===== config.mk =====
export PLATFORM = sky130hd
export DESIGN_NAME = smbs_status_top
export DESIGN_NICKNAME = d
export VERILOG_FILES = /design/src/smbs_pkg.sv /design/src/smbs_flag_if.sv /design/src/smbs_status_top.sv /design/src/smbs_sticky.sv /design/src/smbs_sync.sv
export VERILOG_INCLUDE_DIRS = /design/src
export SDC_FILE = /design/constraint.sdc
export NUM_CORES = 1
export LEC_CHECK = 0
export ABC_AREA = 1
export BUFFER_PORTS_ARGS = -buffer_cell sky130_fd_sc_hd__buf_2
export CORE_ASPECT_RATIO = 1.4
export CORE_UTILIZATION = 33
export DETAILED_ROUTE_END_ITERATION = 8
export HOLD_SLACK_MARGIN = 0.12
export SYNTH_ARGS = -nofsm -noshare
export SYNTH_HDL_FRONTEND = slang
export SYNTH_HIERARCHICAL = 1
export SYNTH_SLANG_ARGS = --single-unit

===== constraint.sdc =====
create_clock -name sys_clk -period 4.35 [get_ports sys_clk]
set_input_delay 0.87 -clock sys_clk [delete_from_list [all_inputs] [get_ports sys_clk]]
set_output_delay 0.87 -clock sys_clk [all_outputs]
set_load 0.05 [all_outputs]

===== src/smbs_map.svh =====
// Register offsets, field positions, reset values and link counts of the SMBus status block.
`ifndef SMBS_MAP_SVH
`define SMBS_MAP_SVH

`define SMBS_ADDR_W        12
`define SMBS_OFF_STATUS    12'hAC8
`define SMBS_OFF_IRQ_STS   12'hB00
`define SMBS_OFF_IRQ_CLR   12'hB04
`define SMBS_OFF_IRQ_EN    12'hB08

`define SMBS_TGT_LSB       1
`define SMBS_TGT_MSB       7
`define SMBS_INI_LSB       9
`define SMBS_INI_MSB       15
`define SMBS_BLANK_BIT     22
`define SMBS_ROLL_BIT      23
`define SMBS_DONE_BIT      24
`define SMBS_NACK_BIT      25
`define SMBS_MISP_BIT      27
`define SMBS_CKSUM_BIT     28

`define SMBS_STATUS_RST    32'h0000_0000
`define SMBS_IRQ_EN_RST    32'h0000_0000
`define SMBS_ERR_MASK      32'h1AC0_0000
`define SMBS_EVT_MASK      32'h1BC0_0000
`define SMBS_RSVD_MASK     32'hE43F_0101
`define SMBS_ACK_EDGE      4'h9

`endif


===== src/smbs_pkg.sv =====
// Types shared by the SMBus status block.
package smbs_pkg;
    typedef logic [31:0] smbs_word_t;
    typedef enum logic [0:0] {SMBS_LINK_IDLE, SMBS_LINK_FRAME} smbs_link_t;
endpackage


===== src/smbs_flag_if.sv =====
// Set, clear and state of a bank of sticky flags.
`timescale 1ns/1ps
`default_nettype none
interface smbs_flag_if #(parameter int W = 32);
    logic [W-1:0] set;
    logic [W-1:0] clr;
    logic [W-1:0] q;
    modport owner (output set, output clr, input q);
    modport store (input set, input clr, output q);
endinterface
`default_nettype wire


===== src/smbs_status_top.sv =====
// SMBus and serial EEPROM status register with APB access, link watcher and interrupt.
//
// Chosen here: the APB register port.
`timescale 1ns/1ps
`default_nettype none
`include "smbs_map.svh"

module smbs_status_top
    import smbs_pkg::*;
(
    input  wire logic       sys_clk,
    input  wire logic       nrst,
    input  wire logic       ce,
    input  wire logic       psel,
    input  wire logic       penable,
    input  wire logic       pwrite,
    input  wire logic [11:0] paddr,
    input  wire logic [31:0] pwdata,
    output logic      [31:0] prdata,
    output logic            pready,
    output logic            pslverr,
    input  wire logic [6:0] target_port_bus_address_strap,
    input  wire logic [6:0] initiator_port_bus_address_strap,
    input  wire logic       rom_load_mode,
    input  wire logic       rom_blank_evt,
    input  wire logic       rom_dword_count_bad_evt,
    input  wire logic       rom_done_seq_bad_evt,
    input  wire logic       rom_rollover_evt,
    input  wire logic       rom_cksum_bad_evt,
    input  wire logic       rom_no_done_cmd_evt,
    input  wire logic       rom_load_finish_evt,
    input  wire logic       master_active,
    input  wire logic       master_ack_check,
    input  wire logic       smb_scl,
    input  wire logic       smb_sda,
    output logic            irq
);
    // Bus answer registers.
    smbs_word_t prdata_r;
    logic       pready_r;
    logic       pslverr_r;
    logic       irq_r;

    // Hardware-initialised addresses.
    logic [6:0] tgt_addr_r;
    logic [6:0] ini_addr_r;
    logic       init_done_r;

    // Load-complete bit and interrupt enable.
    logic       done_r;
    smbs_word_t irq_en_r;

    // Link watcher state.
    logic [1:0] line_s;
    logic [1:0] line_prev_r;
    smbs_link_t link_r;
    logic [3:0] bit_cnt_r;
    logic       nack_evt;
    logic       misp_evt;
    logic       scl_rise;
    logic       start_cond;
    logic       stop_cond;

    // Decode and event vectors.
    logic       acc;
    logic       wr_fire;
    logic       hit_sts;
    logic       hit_isr;
    logic       hit_icl;
    logic       hit_ien;
    logic       mapped;
    smbs_word_t evt_vec;
    smbs_word_t status_word;
    smbs_word_t rd_nxt;

    smbs_flag_if #(.W(32)) flag_bus ();
    smbs_flag_if #(.W(32)) isr_bus ();

    // Flags of the status register.
    smbs_sticky #(.W(32)) u_flags (
        .sys_clk (sys_clk),
        .nrst    (nrst),
        .ce      (ce),
        .f       (flag_bus)
    );

    // Interrupt status bits, same layout as the status register.
    smbs_sticky #(.W(32)) u_isr (
        .sys_clk (sys_clk),
        .nrst    (nrst),
        .ce      (ce),
        .f       (isr_bus)
    );

    // Bus clock and data from the pins enter the core domain here.
    smbs_sync #(.W(2), .RST(2'h3)) u_line_sync (
        .sys_clk (sys_clk),
        .nrst    (nrst),
        .ce      (ce),
        .d       ({smb_scl, smb_sda}),
        .q       (line_s)
    );

    // Address decode; an access is answered one cycle after it enters its access phase.
    assign acc     = psel & penable & ~pready_r;
    assign wr_fire = psel & penable & pready_r & pwrite;
    assign hit_sts = (paddr == `SMBS_OFF_STATUS);
    assign hit_isr = (paddr == `SMBS_OFF_IRQ_STS);
    assign hit_icl = (paddr == `SMBS_OFF_IRQ_CLR);
    assign hit_ien = (paddr == `SMBS_OFF_IRQ_EN);
    assign mapped  = hit_sts | hit_isr | hit_icl | hit_ien;

    // Addresses are taken from the straps at the first enabled edge after reset release.
    always_ff @(posedge sys_clk) begin
        if (!nrst) begin
            tgt_addr_r  <= 7'h00;
            ini_addr_r  <= 7'h00;
            init_done_r <= 1'b0;
        end else if (ce && !init_done_r) begin
            tgt_addr_r  <= target_port_bus_address_strap;
            ini_addr_r  <= initiator_port_bus_address_strap;
            init_done_r <= 1'b1;
        end
    end

    // Edges and conditions on the synchronised bus lines.
    assign scl_rise   = line_s[1] & ~line_prev_r[1];
    assign start_cond = line_s[1] & line_prev_r[1] & line_prev_r[0] & ~line_s[0];
    assign stop_cond  = line_s[1] & line_prev_r[1] & ~line_prev_r[0] & line_s[0];

    // A missing acknowledge at the ninth clock of a byte is an error when the master expects one.
    assign nack_evt = master_active & master_ack_check & scl_rise & line_s[0]
                      & (link_r == SMBS_LINK_FRAME) & (bit_cnt_r == `SMBS_ACK_EDGE - 4'h1);

    // A condition inside a byte of a master transaction is misplaced. The clock rise that
    // precedes a proper STOP or repeated START counts as one, so only a count above one is wrong.
    assign misp_evt = master_active & (start_cond | stop_cond) & (link_r == SMBS_LINK_FRAME)
                      & (bit_cnt_r > 4'h1);

    // Frame tracker counts clock rises between conditions, nine to a byte.
    always_ff @(posedge sys_clk) begin
        if (!nrst) begin
            line_prev_r <= 2'h3;
            link_r      <= SMBS_LINK_IDLE;
            bit_cnt_r   <= 4'h0;
        end else if (ce) begin
            line_prev_r <= line_s;
            if (start_cond) begin
                link_r    <= SMBS_LINK_FRAME;
                bit_cnt_r <= 4'h0;
            end else if (stop_cond) begin
                link_r    <= SMBS_LINK_IDLE;
                bit_cnt_r <= 4'h0;
            end else if (scl_rise && link_r == SMBS_LINK_FRAME) begin
                if (bit_cnt_r == `SMBS_ACK_EDGE - 4'h1) begin
                    bit_cnt_r <= 4'h0;
                end else begin
                    bit_cnt_r <= bit_cnt_r + 4'h1;
                end
            end
        end
    end

    // Hardware events, placed at their status bit positions.
    always_comb begin
        evt_vec = '0;
        evt_vec[`SMBS_BLANK_BIT] = rom_load_mode
                                   & (rom_blank_evt | rom_dword_count_bad_evt | rom_done_seq_bad_evt);
        evt_vec[`SMBS_ROLL_BIT]  = rom_load_mode & rom_rollover_evt;
        evt_vec[`SMBS_DONE_BIT]  = rom_load_mode & rom_load_finish_evt & ~done_r;
        evt_vec[`SMBS_NACK_BIT]  = nack_evt;
        evt_vec[`SMBS_MISP_BIT]  = misp_evt;
        evt_vec[`SMBS_CKSUM_BIT] = rom_cksum_bad_evt | rom_no_done_cmd_evt;
    end

    // Error flags take sets from hardware and one-writes from software.
    assign flag_bus.set = evt_vec & `SMBS_ERR_MASK;
    assign flag_bus.clr = (wr_fire && hit_sts) ? (pwdata & `SMBS_ERR_MASK) : '0;

    // Interrupt status takes every event and clears through the clear register.
    assign isr_bus.set = evt_vec & `SMBS_EVT_MASK;
    assign isr_bus.clr = (wr_fire && hit_icl) ? (pwdata & `SMBS_EVT_MASK) : '0;

    // The load-complete bit is read-only and leaves only by reset.
    always_ff @(posedge sys_clk) begin
        if (!nrst) begin
            done_r <= 1'b0;
        end else if (ce && evt_vec[`SMBS_DONE_BIT]) begin
            done_r <= 1'b1;
        end
    end

    // Interrupt enable register.
    always_ff @(posedge sys_clk) begin
        if (!nrst) begin
            irq_en_r <= `SMBS_IRQ_EN_RST;
        end else if (ce && wr_fire && hit_ien) begin
            irq_en_r <= pwdata & `SMBS_EVT_MASK;
        end
    end

    // Status word; reserved positions are forced to zero.
    always_comb begin
        status_word = flag_bus.q & `SMBS_ERR_MASK;
        status_word[`SMBS_TGT_MSB:`SMBS_TGT_LSB] = tgt_addr_r;
        status_word[`SMBS_INI_MSB:`SMBS_INI_LSB] = ini_addr_r;
        status_word[`SMBS_DONE_BIT] = done_r;
        status_word = status_word & ~`SMBS_RSVD_MASK;
    end

    // Read data mux; the clear register and unmapped addresses read as zero.
    always_comb begin
        rd_nxt = '0;
        if (hit_sts) begin
            rd_nxt = status_word;
        end else if (hit_isr) begin
            rd_nxt = isr_bus.q & `SMBS_EVT_MASK;
        end else if (hit_ien) begin
            rd_nxt = irq_en_r;
        end
    end

    // APB answer: ready for one cycle, error on an unmapped address.
    always_ff @(posedge sys_clk) begin
        if (!nrst) begin
            pready_r  <= 1'b0;
            pslverr_r <= 1'b0;
            prdata_r  <= '0;
        end else if (ce) begin
            pready_r  <= acc;
            pslverr_r <= acc & ~mapped;
            if (acc && !pwrite) begin
                prdata_r <= rd_nxt;
            end else if (acc) begin
                prdata_r <= '0;
            end
        end
    end

    // Level interrupt while any enabled status bit is set.
    always_ff @(posedge sys_clk) begin
        if (!nrst) begin
            irq_r <= 1'b0;
        end else if (ce) begin
            irq_r <= |(isr_bus.q & irq_en_r);
        end
    end

    assign prdata  = prdata_r;
    assign pready  = pready_r;
    assign pslverr = pslverr_r;
    assign irq     = irq_r;
endmodule
`default_nettype wire


===== src/smbs_sticky.sv =====
// Bank of sticky flags in which a set beats a simultaneous clear.
`timescale 1ns/1ps
`default_nettype none
module smbs_sticky #(
    parameter int W = 32
) (
    input  wire logic   sys_clk,
    input  wire logic   nrst,
    input  wire logic   ce,
    smbs_flag_if.store  f
);
    logic [W-1:0] q_r;
    logic [W-1:0] q_nxt;

    // A bit drops only when cleared and not set in the same cycle.
    always_comb begin
        q_nxt = (q_r & ~f.clr) | f.set;
    end

    // The flags hold their state while the clock enable is low.
    always_ff @(posedge sys_clk) begin
        if (!nrst) begin
            q_r <= '0;
        end else if (ce) begin
            q_r <= q_nxt;
        end
    end

    assign f.q = q_r;
endmodule
`default_nettype wire


===== src/smbs_sync.sv =====
// Three-stage synchroniser that passes a change once the last two stages agree.
`timescale 1ns/1ps
`default_nettype none
module smbs_sync #(
    parameter int         W   = 2,
    parameter logic [1:0] RST = 2'h3
) (
    input  wire logic         sys_clk,
    input  wire logic         nrst,
    input  wire logic         ce,
    input  wire logic [W-1:0] d,
    output logic      [W-1:0] q
);
    logic [W-1:0] ff1_r;
    logic [W-1:0] ff2_r;
    logic [W-1:0] ff3_r;
    logic [W-1:0] q_r;

    // Shift chain; only the second stage reads the first.
    always_ff @(posedge sys_clk) begin
        if (!nrst) begin
            ff1_r <= W'(RST);
            ff2_r <= W'(RST);
            ff3_r <= W'(RST);
            q_r   <= W'(RST);
        end else if (ce) begin
            ff1_r <= d;
            ff2_r <= ff1_r;
            ff3_r <= ff2_r;
            if (ff2_r == ff3_r) begin
                q_r <= ff3_r;
            end
        end
    end

    assign q = q_r;
endmodule
`default_nettype wire

=== Word-level counts from Yosys, hierarchy flattened ===
Index checks and enable logic that the tools add are counted.

* $add $sub $neg: 1
* Multiply operators: 0
* Div/mod/pow operators: 0
* $lt $le $gt $ge: 1
* Equality and inequality tests: 6
* Shifts and indexed selects: 0
* Muxes and demuxes: 13
* Bitwise gates (word level): 43
* Reduce and logical (&&, ||, !) cells: 18

{| class="wikitable"
|+ Operator list
! cell !! number
|-
| $mux W29 || 5
|-
| $and A32 B32 Y32 || 2
|-
| $mux W32 || 2
|-
| $not A29 Y32 || 2
|-
| $or A32 B29 Y32 || 2
|-
| $eq A12 B12 Y1 const B || 4
|-
| $and A32 B29 Y32 || 1
|-
| $reduce_or A32 Y1 || 1
|-
| $and A1 B1 Y1 || 23
|-
| $mux W4 || 4
|-
| $logic_and A1 B1 Y1 || 8
|-
| $reduce_and A2 Y1 || 4
|-
| $or A1 B1 Y1 || 7
|-
| $not A1 Y1 || 6
|-
| $add A4 B1 Y4 const B || 1
|-
| $eq A4 B4 Y1 const B || 1
|-
| $gt A4 B1 Y1 const B || 1
|-
| $reduce_bool A2 Y1 || 2
|-
| $reduce_bool A3 Y1 || 1
|-
| $eq A2 B2 Y1 || 1
|-
| $logic_not A1 Y1 || 2
|-
| $mux W1 || 2
|}

* Register bits: 136
* Bits in latches: 0
* RAM bits: 0
* ROM bits: 0
* Bits of input ports: 76
* Output and inout bits: 35
* Word-level logic and storage cells: 100
* Memories: 0

=== Logic depth before layout (Yosys ltp) ===
Gate-level depths: netlist of the first run.

* Depth in word-level cells: 8
* Depth in mapped cells: 10

=== By module ===
Netlist of the first run, hierarchy kept.

{| class="wikitable"
|+ Modules (own cells, without submodules)
! module !! instances !! cells each !! area each (µm²)
|-
| smbs_status_top || 1 || 384 || 2606.2
|-
| smbs_sticky || 2 || 171 || 1256.2
|-
| smbs_sync || 1 || 42 || 327.8
|}

=== Worst setup path before layout of the first run ===
No wires, ideal clock.

* Kind: in2reg
* Start: input paddr[5]
* End: register u_isr.q_r[22], in the netlist u_isr/f.q[22]
* Library setup time: 0.132 ns
* Arrival time: 1.831 ns
* Data required time: 4.218 ns
* Path slack: 2.387 ns
* Stages on the path: 9
* Path buffers: 1
* Cells stage by stage: nor2_1 nand2_1 nor2_4 buf_2 nand4_1 nor2_1 nand2_1 nand2_1 a21oi_1

* Cells in the longest elaborated chain, start to end: 6

{| class="wikitable"
|+ RTL lines
! item !! line !! source
|-
| start, declared || smbs_status_top.sv:17 || <nowiki>input wire logic [11:0] paddr,</nowiki>
|-
| $eq A12 B12 Y1 (no source line) || n/a ||
|-
| $logic_and A1 B1 Y1 || smbs_status_top.sv:182 || <nowiki>assign isr_bus.clr = (wr_fire && hit_icl) ? (pwdata & `SMBS_EVT_MASK) : '0;</nowiki>
|-
| $mux W29 || smbs_status_top.sv:182 ||
|-
| net isr_bus.clr[22] || smbs_flag_if.sv:6 || <nowiki>logic [W-1:0] clr;</nowiki>
|-
| $not A29 Y32 || smbs_sticky.sv:17 || <nowiki>q_nxt = (q_r & ~f.clr) | f.set;</nowiki>
|-
| $and A32 B32 Y32 || smbs_sticky.sv:17 ||
|-
| $or A32 B29 Y32 || smbs_sticky.sv:17 ||
|-
| end signal, assigned || smbs_sticky.sv:25 || <nowiki>q_r <= q_nxt;</nowiki>
|-
| end, declared || smbs_sticky.sv:12 || <nowiki>logic [W-1:0] q_r;</nowiki>
|}

The timed path passes the listed nets, and every way through them passes these cells.
A chain may end at the register's enable or synchronous reset.

==> results.json, run 1 <==
{
  "outcome": "finished clean",
  "h-tree-depth": 3,
  "cts_buffers": 9,
  "grt_pass1_wl_um": 13330,
  "cts.hold.buffers_added": 0,
  "cp-start-kind": "primary input",
  "globalplace.congestion": 0.8472,
  "path_max_fanout": 34,
  "diodes": 0,
  "timing_hold_violations_final": 0,
  "cts_tree": "yes",
  "synthToLayoutAreaGrowth_pct": 18.94,
  "min_period_ps": 2095,
  "grt_usage": 0.1608,
  "finalCritPeriodShare": 0.4816,
  "wirelength_um": 8127,
  "drive_gt1_frac": 0.2011,
  "root_buffer": "clkbuf_16",
  "ir_drop_mv": 0.2187,
  "final_util": 0.4060,
  "powerDensity_nw_per_um2": 387.2,
  "rows": 43,
  "via_per_inst": 4.542,
  "initial_core_util": 0.3413,
  "crit_path_cell_trace": "buf_2 > buf_4 > clkinv_1 > buf_4 > a21oi_1 > nand2_1 > nor2_1",
  "grt_pass1_vias": 2964,
  "p_leak_uw": 0.001920,
  "cp_common_cell": "buf_4",
  "drt_iter0_drc": 137,
  "die_area_sq_um": 10770,
  "drtAntennaViolNets": 0,
  "cp_slowest_cell": "clkinv_1",
  "core_region_area_sq_um": 10010,
  "critPathKind": "in -> reg",
  "synth_cells": 491,
  "post-cts-setup-buffers": 0,
  "num-nets-final": 632,
  "drt_first_pass_iters": 5,
  "clk_latency_ps": 320,
  "path_clk_slew_ps": 60,
  "grt-ovfl-total": 0,
  "die-height_um": 122.4,
  "io_pins": 111,
  "setup_violations": 0,
  "clock_skew_ps": 5.133,
  "critical_path.endpoint_type": "register",
  "vias": 3143,
  "place.port_buffers": 72,
  "post_cts_resized": 0,
  "drc": 0,
  "synth.avg_cell_area_sq_um": 6.957,
  "die_width_um": 87.99,
  "ys_warn_count": 6,
  "max_freq_mhz": 477.3,
  "maxCapViolations": 0,
  "rsz0062_at_grt": "no",
  "setup_tns_ps": 0,
  "hpwl_um": 5938,
  "cp.required_ps": 4610,
  "cts_sinks": 71,
  "antenna_found_initial": 0,
  "cts_max_path_buffers": 2,
  "drv_slew": 0,
  "critPathArrivalTime_ps": 2360,
  "grt_max_degree": 46,
  "worst_slew_pin_slew_ps": 759.2,
  "critical_path.max_stage_delay_ps": 320,
  "min-delay-path-class": "reg -> reg",
  "relSlewSlack": 0.4920,
  "synth_area_sq_um": 3416,
  "routedWlPerCell_um": 11.74
}
-- area by class of cell --
| type | count | area, sq um |
|---|---|---|
| timing repair buffer | 75 | 382.9 |
| clock inverter | 6 | 68.82 |
| sequential | 71 | 1421 |
| tap | 135 | 168.9 |
| inverter | 40 | 150.1 |
| clock buffer | 10 | 229.0 |
| fill | 1100 | 5944 |
| multi-input combinational | 355 | 1642 |
-- cell usage in the layout, fill, tap and decap left out, drive strengths merged --
cell	instances
nand2	134
nor2	87
buf	75
dfxtp	71
a21oi	46
inv	41
nand3	34
o21ai	17
conb	12
clkbuf	10
nand4	8
ha	4
o211ai	3
clkinv	3
nor3	2
and2	2
o31a	1
or2	1
nand3b	1
o21a	1
a221oi	1
a22o	1
clkinvlp	1
bufinv	1
-- layer usage --
metal	track usage	vias to the layer above	wire length, um
met2	0.2912	79	4250
met3	0.04573	8	356
met1	0.1736	1406	3373
met4	0.06148	0	146
li1	-	1650	-
met5	0	-	0
-- through the flow --
stage | hold slack [ps] | power [uW] | instance area, sq um | setup WS [ps] | std cells
floorplan | 428.5 | 820.3 | 3457 | 2398 | 502
global placement | 437.0 | 851.4 | 3765 | 1904 | 676
detailed placement | 453.4 | 855.3 | 3765 | 1890 | 676
CTS | 464.5 | 1592 | 4063 | 2244 | 692
global route | 486.6 | 1643 | 4063 | 2018 | 692
finish | 462.6 | 1573 | 4063 | 2255 | 692
-- worst max-delay path, delay by kind of cell --
kind,cells,cell delay (ps)
buffers and inverters,4,1020
AOI/OAI and AO/OA,1,260
and+or+nand+nor,2,190
-- final timing paths --
| path | slack (ps) | depth (start not counted) | end | startpoint |
|---|---|---|---|---|
| worst max-delay path | 2250 | 7 | bit_cnt_r[2]$_SDFFE_PN0P_ | nrst |
| worst min-delay path | 460 | 2 | prdata[9]$_SDFFE_PN0P_ | ini_addr_r[0]$_SDFFE_PN0P_ |
| worst max register to register | 2670 | 4 | ini_addr_r[6]$_SDFFE_PN0P_ | init_done_r$_SDFFE_PN0P_ |
| worst min register to register | 460 | 2 | prdata[9]$_SDFFE_PN0P_ | ini_addr_r[0]$_SDFFE_PN0P_ |
-- sequential cells by signal (all words and copies together), names as in the netlist --
register and count:
u_isr/f.q 6, bit_cnt_r 4, u_line_sync/ff3_r 2, tgt_addr_r 7
init_done_r 1, link_r 1, u_line_sync/ff2_r 2, line_prev_r 2
done_r 1, ini_addr_r 7, irq_en_r 6, pslverr 1
irq 1, u_flags/f.q 5, u_line_sync/q 2, u_line_sync/ff1_r 2
pready 1, prdata 20
-- power breakdown --
part	switching (uW)	internal (uW)
Combinational	102	46.0
Clock	285	448
Sequential	17.0	675
Power figures use the tool's default switching activity.
==> run 2: changes to the inputs <==
Settings changed: ABC_AREA 1 to 0.
Clock period 4.35 ns to 2 ns, I/O delays scaled along.
==> results.json, run 2 <==
{
  "cts_max_path_buffers": 2,
  "die-height_um": 123.7,
  "cp.required_ps": 2200,
  "die_area_sq_um": 11000,
  "mostFrequentLayoutCell": "buf_2",
  "drive_gt1_frac": 0.2691,
  "drv_slew": 0,
  "seq_area_sq_um": 1423,
  "critical_path.endpoint_type": "register",
  "rsz0062_at_grt": "no",
  "cts_sinks": 71,
  "violations": "design-rule violations",
  "setup_violations": 0,
  "routedWlPerCell_um": 13.84,
  "finalCritPeriodShare": 0.8933,
  "largest_register_ffs": 20,
  "core_region_area_sq_um": 10350,
  "dp_slack_ps": -70.50,
  "timing.critical_path.from": "paddr[5]",
  "grt_pass1_vias": 2940,
  "synthToLayoutAreaGrowth_pct": 22.21,
  "nFillCells": 1099,
  "critPathKind": "in -> reg",
  "synth_area_sq_um": 3492,
  "cts.hold.buffers_added": 0,
  "cts_buffers": 9,
  "globalplace.congestion": 0.8298,
  "initial_core_util": 0.3374,
  "synth_cells": 418,
  "p_leak_uw": 0.001780,
  "root_buffer": "clkbuf_16",
  "min-delay-path-class": "in -> reg",
  "min_from": "smb_sda",
  "clk_latency_ps": 330,
  "hpwl_um": 6591,
  "finalWorstSetupSlack_ps": 213.3,
  "synth.avg_cell_area_sq_um": 8.354,
  "final_util": 0.4124,
  "critPathArrivalTime_ps": 1980,
  "grt-ovfl-total": 0,
  "place.port_buffers": 72,
  "io_pins": 111,
  "drtAntennaViolNets": 0,
  "path_max_fanout": 5,
  "whs_ps": 284.3,
  "min_period_ps": 1787,
  "wirelength_um": 8802,
  "cts_tree": "yes",
  "grt_usage": 0.1703,
  "r2r-start": "bit_cnt_r[0]$_SDFFE_PN0P_",
  "clock_skew_ps": 5.705,
  "max_freq_mhz": 559.7,
  "worst_slew_pin_slew_ps": 561.8,
  "diodes": 0,
  "grt_pass1_wl_um": 14000,
  "multi_input_area_sq_um": 1803,
  "grt_max_degree": 41,
  "relSlewSlack": 0.6255,
  "drc": 1,
  "h-tree-depth": 3,
  "vias": 3163,
  "post_cts_resized": 0,
  "via_per_inst": 4.973,
  "maxCapViolations": 0,
  "antenna_found_initial": 0,
  "post-cts-setup-buffers": 0,
  "cp-start-kind": "primary input",
  "rows": 44,
  "timing_hold_violations_final": 0,
  "drt_first_pass_iters": 6,
  "setup_tns_ps": 0,
  "num-nets-final": 573,
  "outcome": "finished, violations left",
  "powerDensity_nw_per_um2": 786.6,
  "ys_warn_count": 6,
  "die_width_um": 88.94,
  "drt_iter0_drc": 116,
  "path_clk_slew_ps": 60,
  "ir_drop_mv": 0.5533,
  "layout_common_cells": "buf_2 (72), dfxtp_1 (70), nand2_1 (67)"
}
[run 2: critical path: stages]
cell	delay, ps
buf_2	100
or3b_2	520
or4_1	610
o21ai_0	240
a22oi_1	110
[run 2: routing by layer]
metal  vias to the layer above  share of wire  global-route usage
met5                         -              0                   0
met3                        11          0.044             0.04175
met2                        84           0.53              0.3106
met1                      1468           0.40              0.1841
li1                       1600              -                   -
met4                         0          0.020             0.07341
[run 2: through the flow]
| stage | total power (uW) | std cells | instance area [sq um] |
|---|---|---|---|
| 6_report | 3357 | 636 | 4268 |
| 5_1_grt | 3482 | 636 | 4268 |
| 4_1_cts | 3395 | 636 | 4268 |
| 3_5_place_dp | 1806 | 620 | 3970 |
| 3_3_place_gp | 1800 | 620 | 3970 |
| 2_1_floorplan | 1719 | 429 | 3541 |
[run 2: area by class of cell]
cell class / count / share of cell area
Clock buffer: 10 / 0.05365
Tap cell: 138 / 0.04046
Timing Repair Buffer: 96 / 0.1296
Multi-Input combinational cell: 310 / 0.4225
Sequential cell: 71 / 0.3333
Clock inverter: 6 / 0.01612
Inverter: 5 / 0.004398
[run 2: final timing paths]
kind,endpoint,slack (ps),depth (start not counted)
max,prdata[22]$_SDFFE_PN0P_,210,5
min,u_line_sync/ff1_r[0]$_SDFFE_PN1P_,280,3
max reg2reg,u_flags/f.q[25]$_SDFFE_PN0P_,340,6
min reg2reg,prdata[12]$_SDFFE_PN0P_,450,2
[run 2: power breakdown]
part / leakage [uW] / total (uW) / switching [uW] / internal [uW]
logic: 0.00106 / 295 / 190 / 104
registers: 0.000578 / 1480 / 27.5 / 1450
clock network: 0.000143 / 1580 / 609 / 973
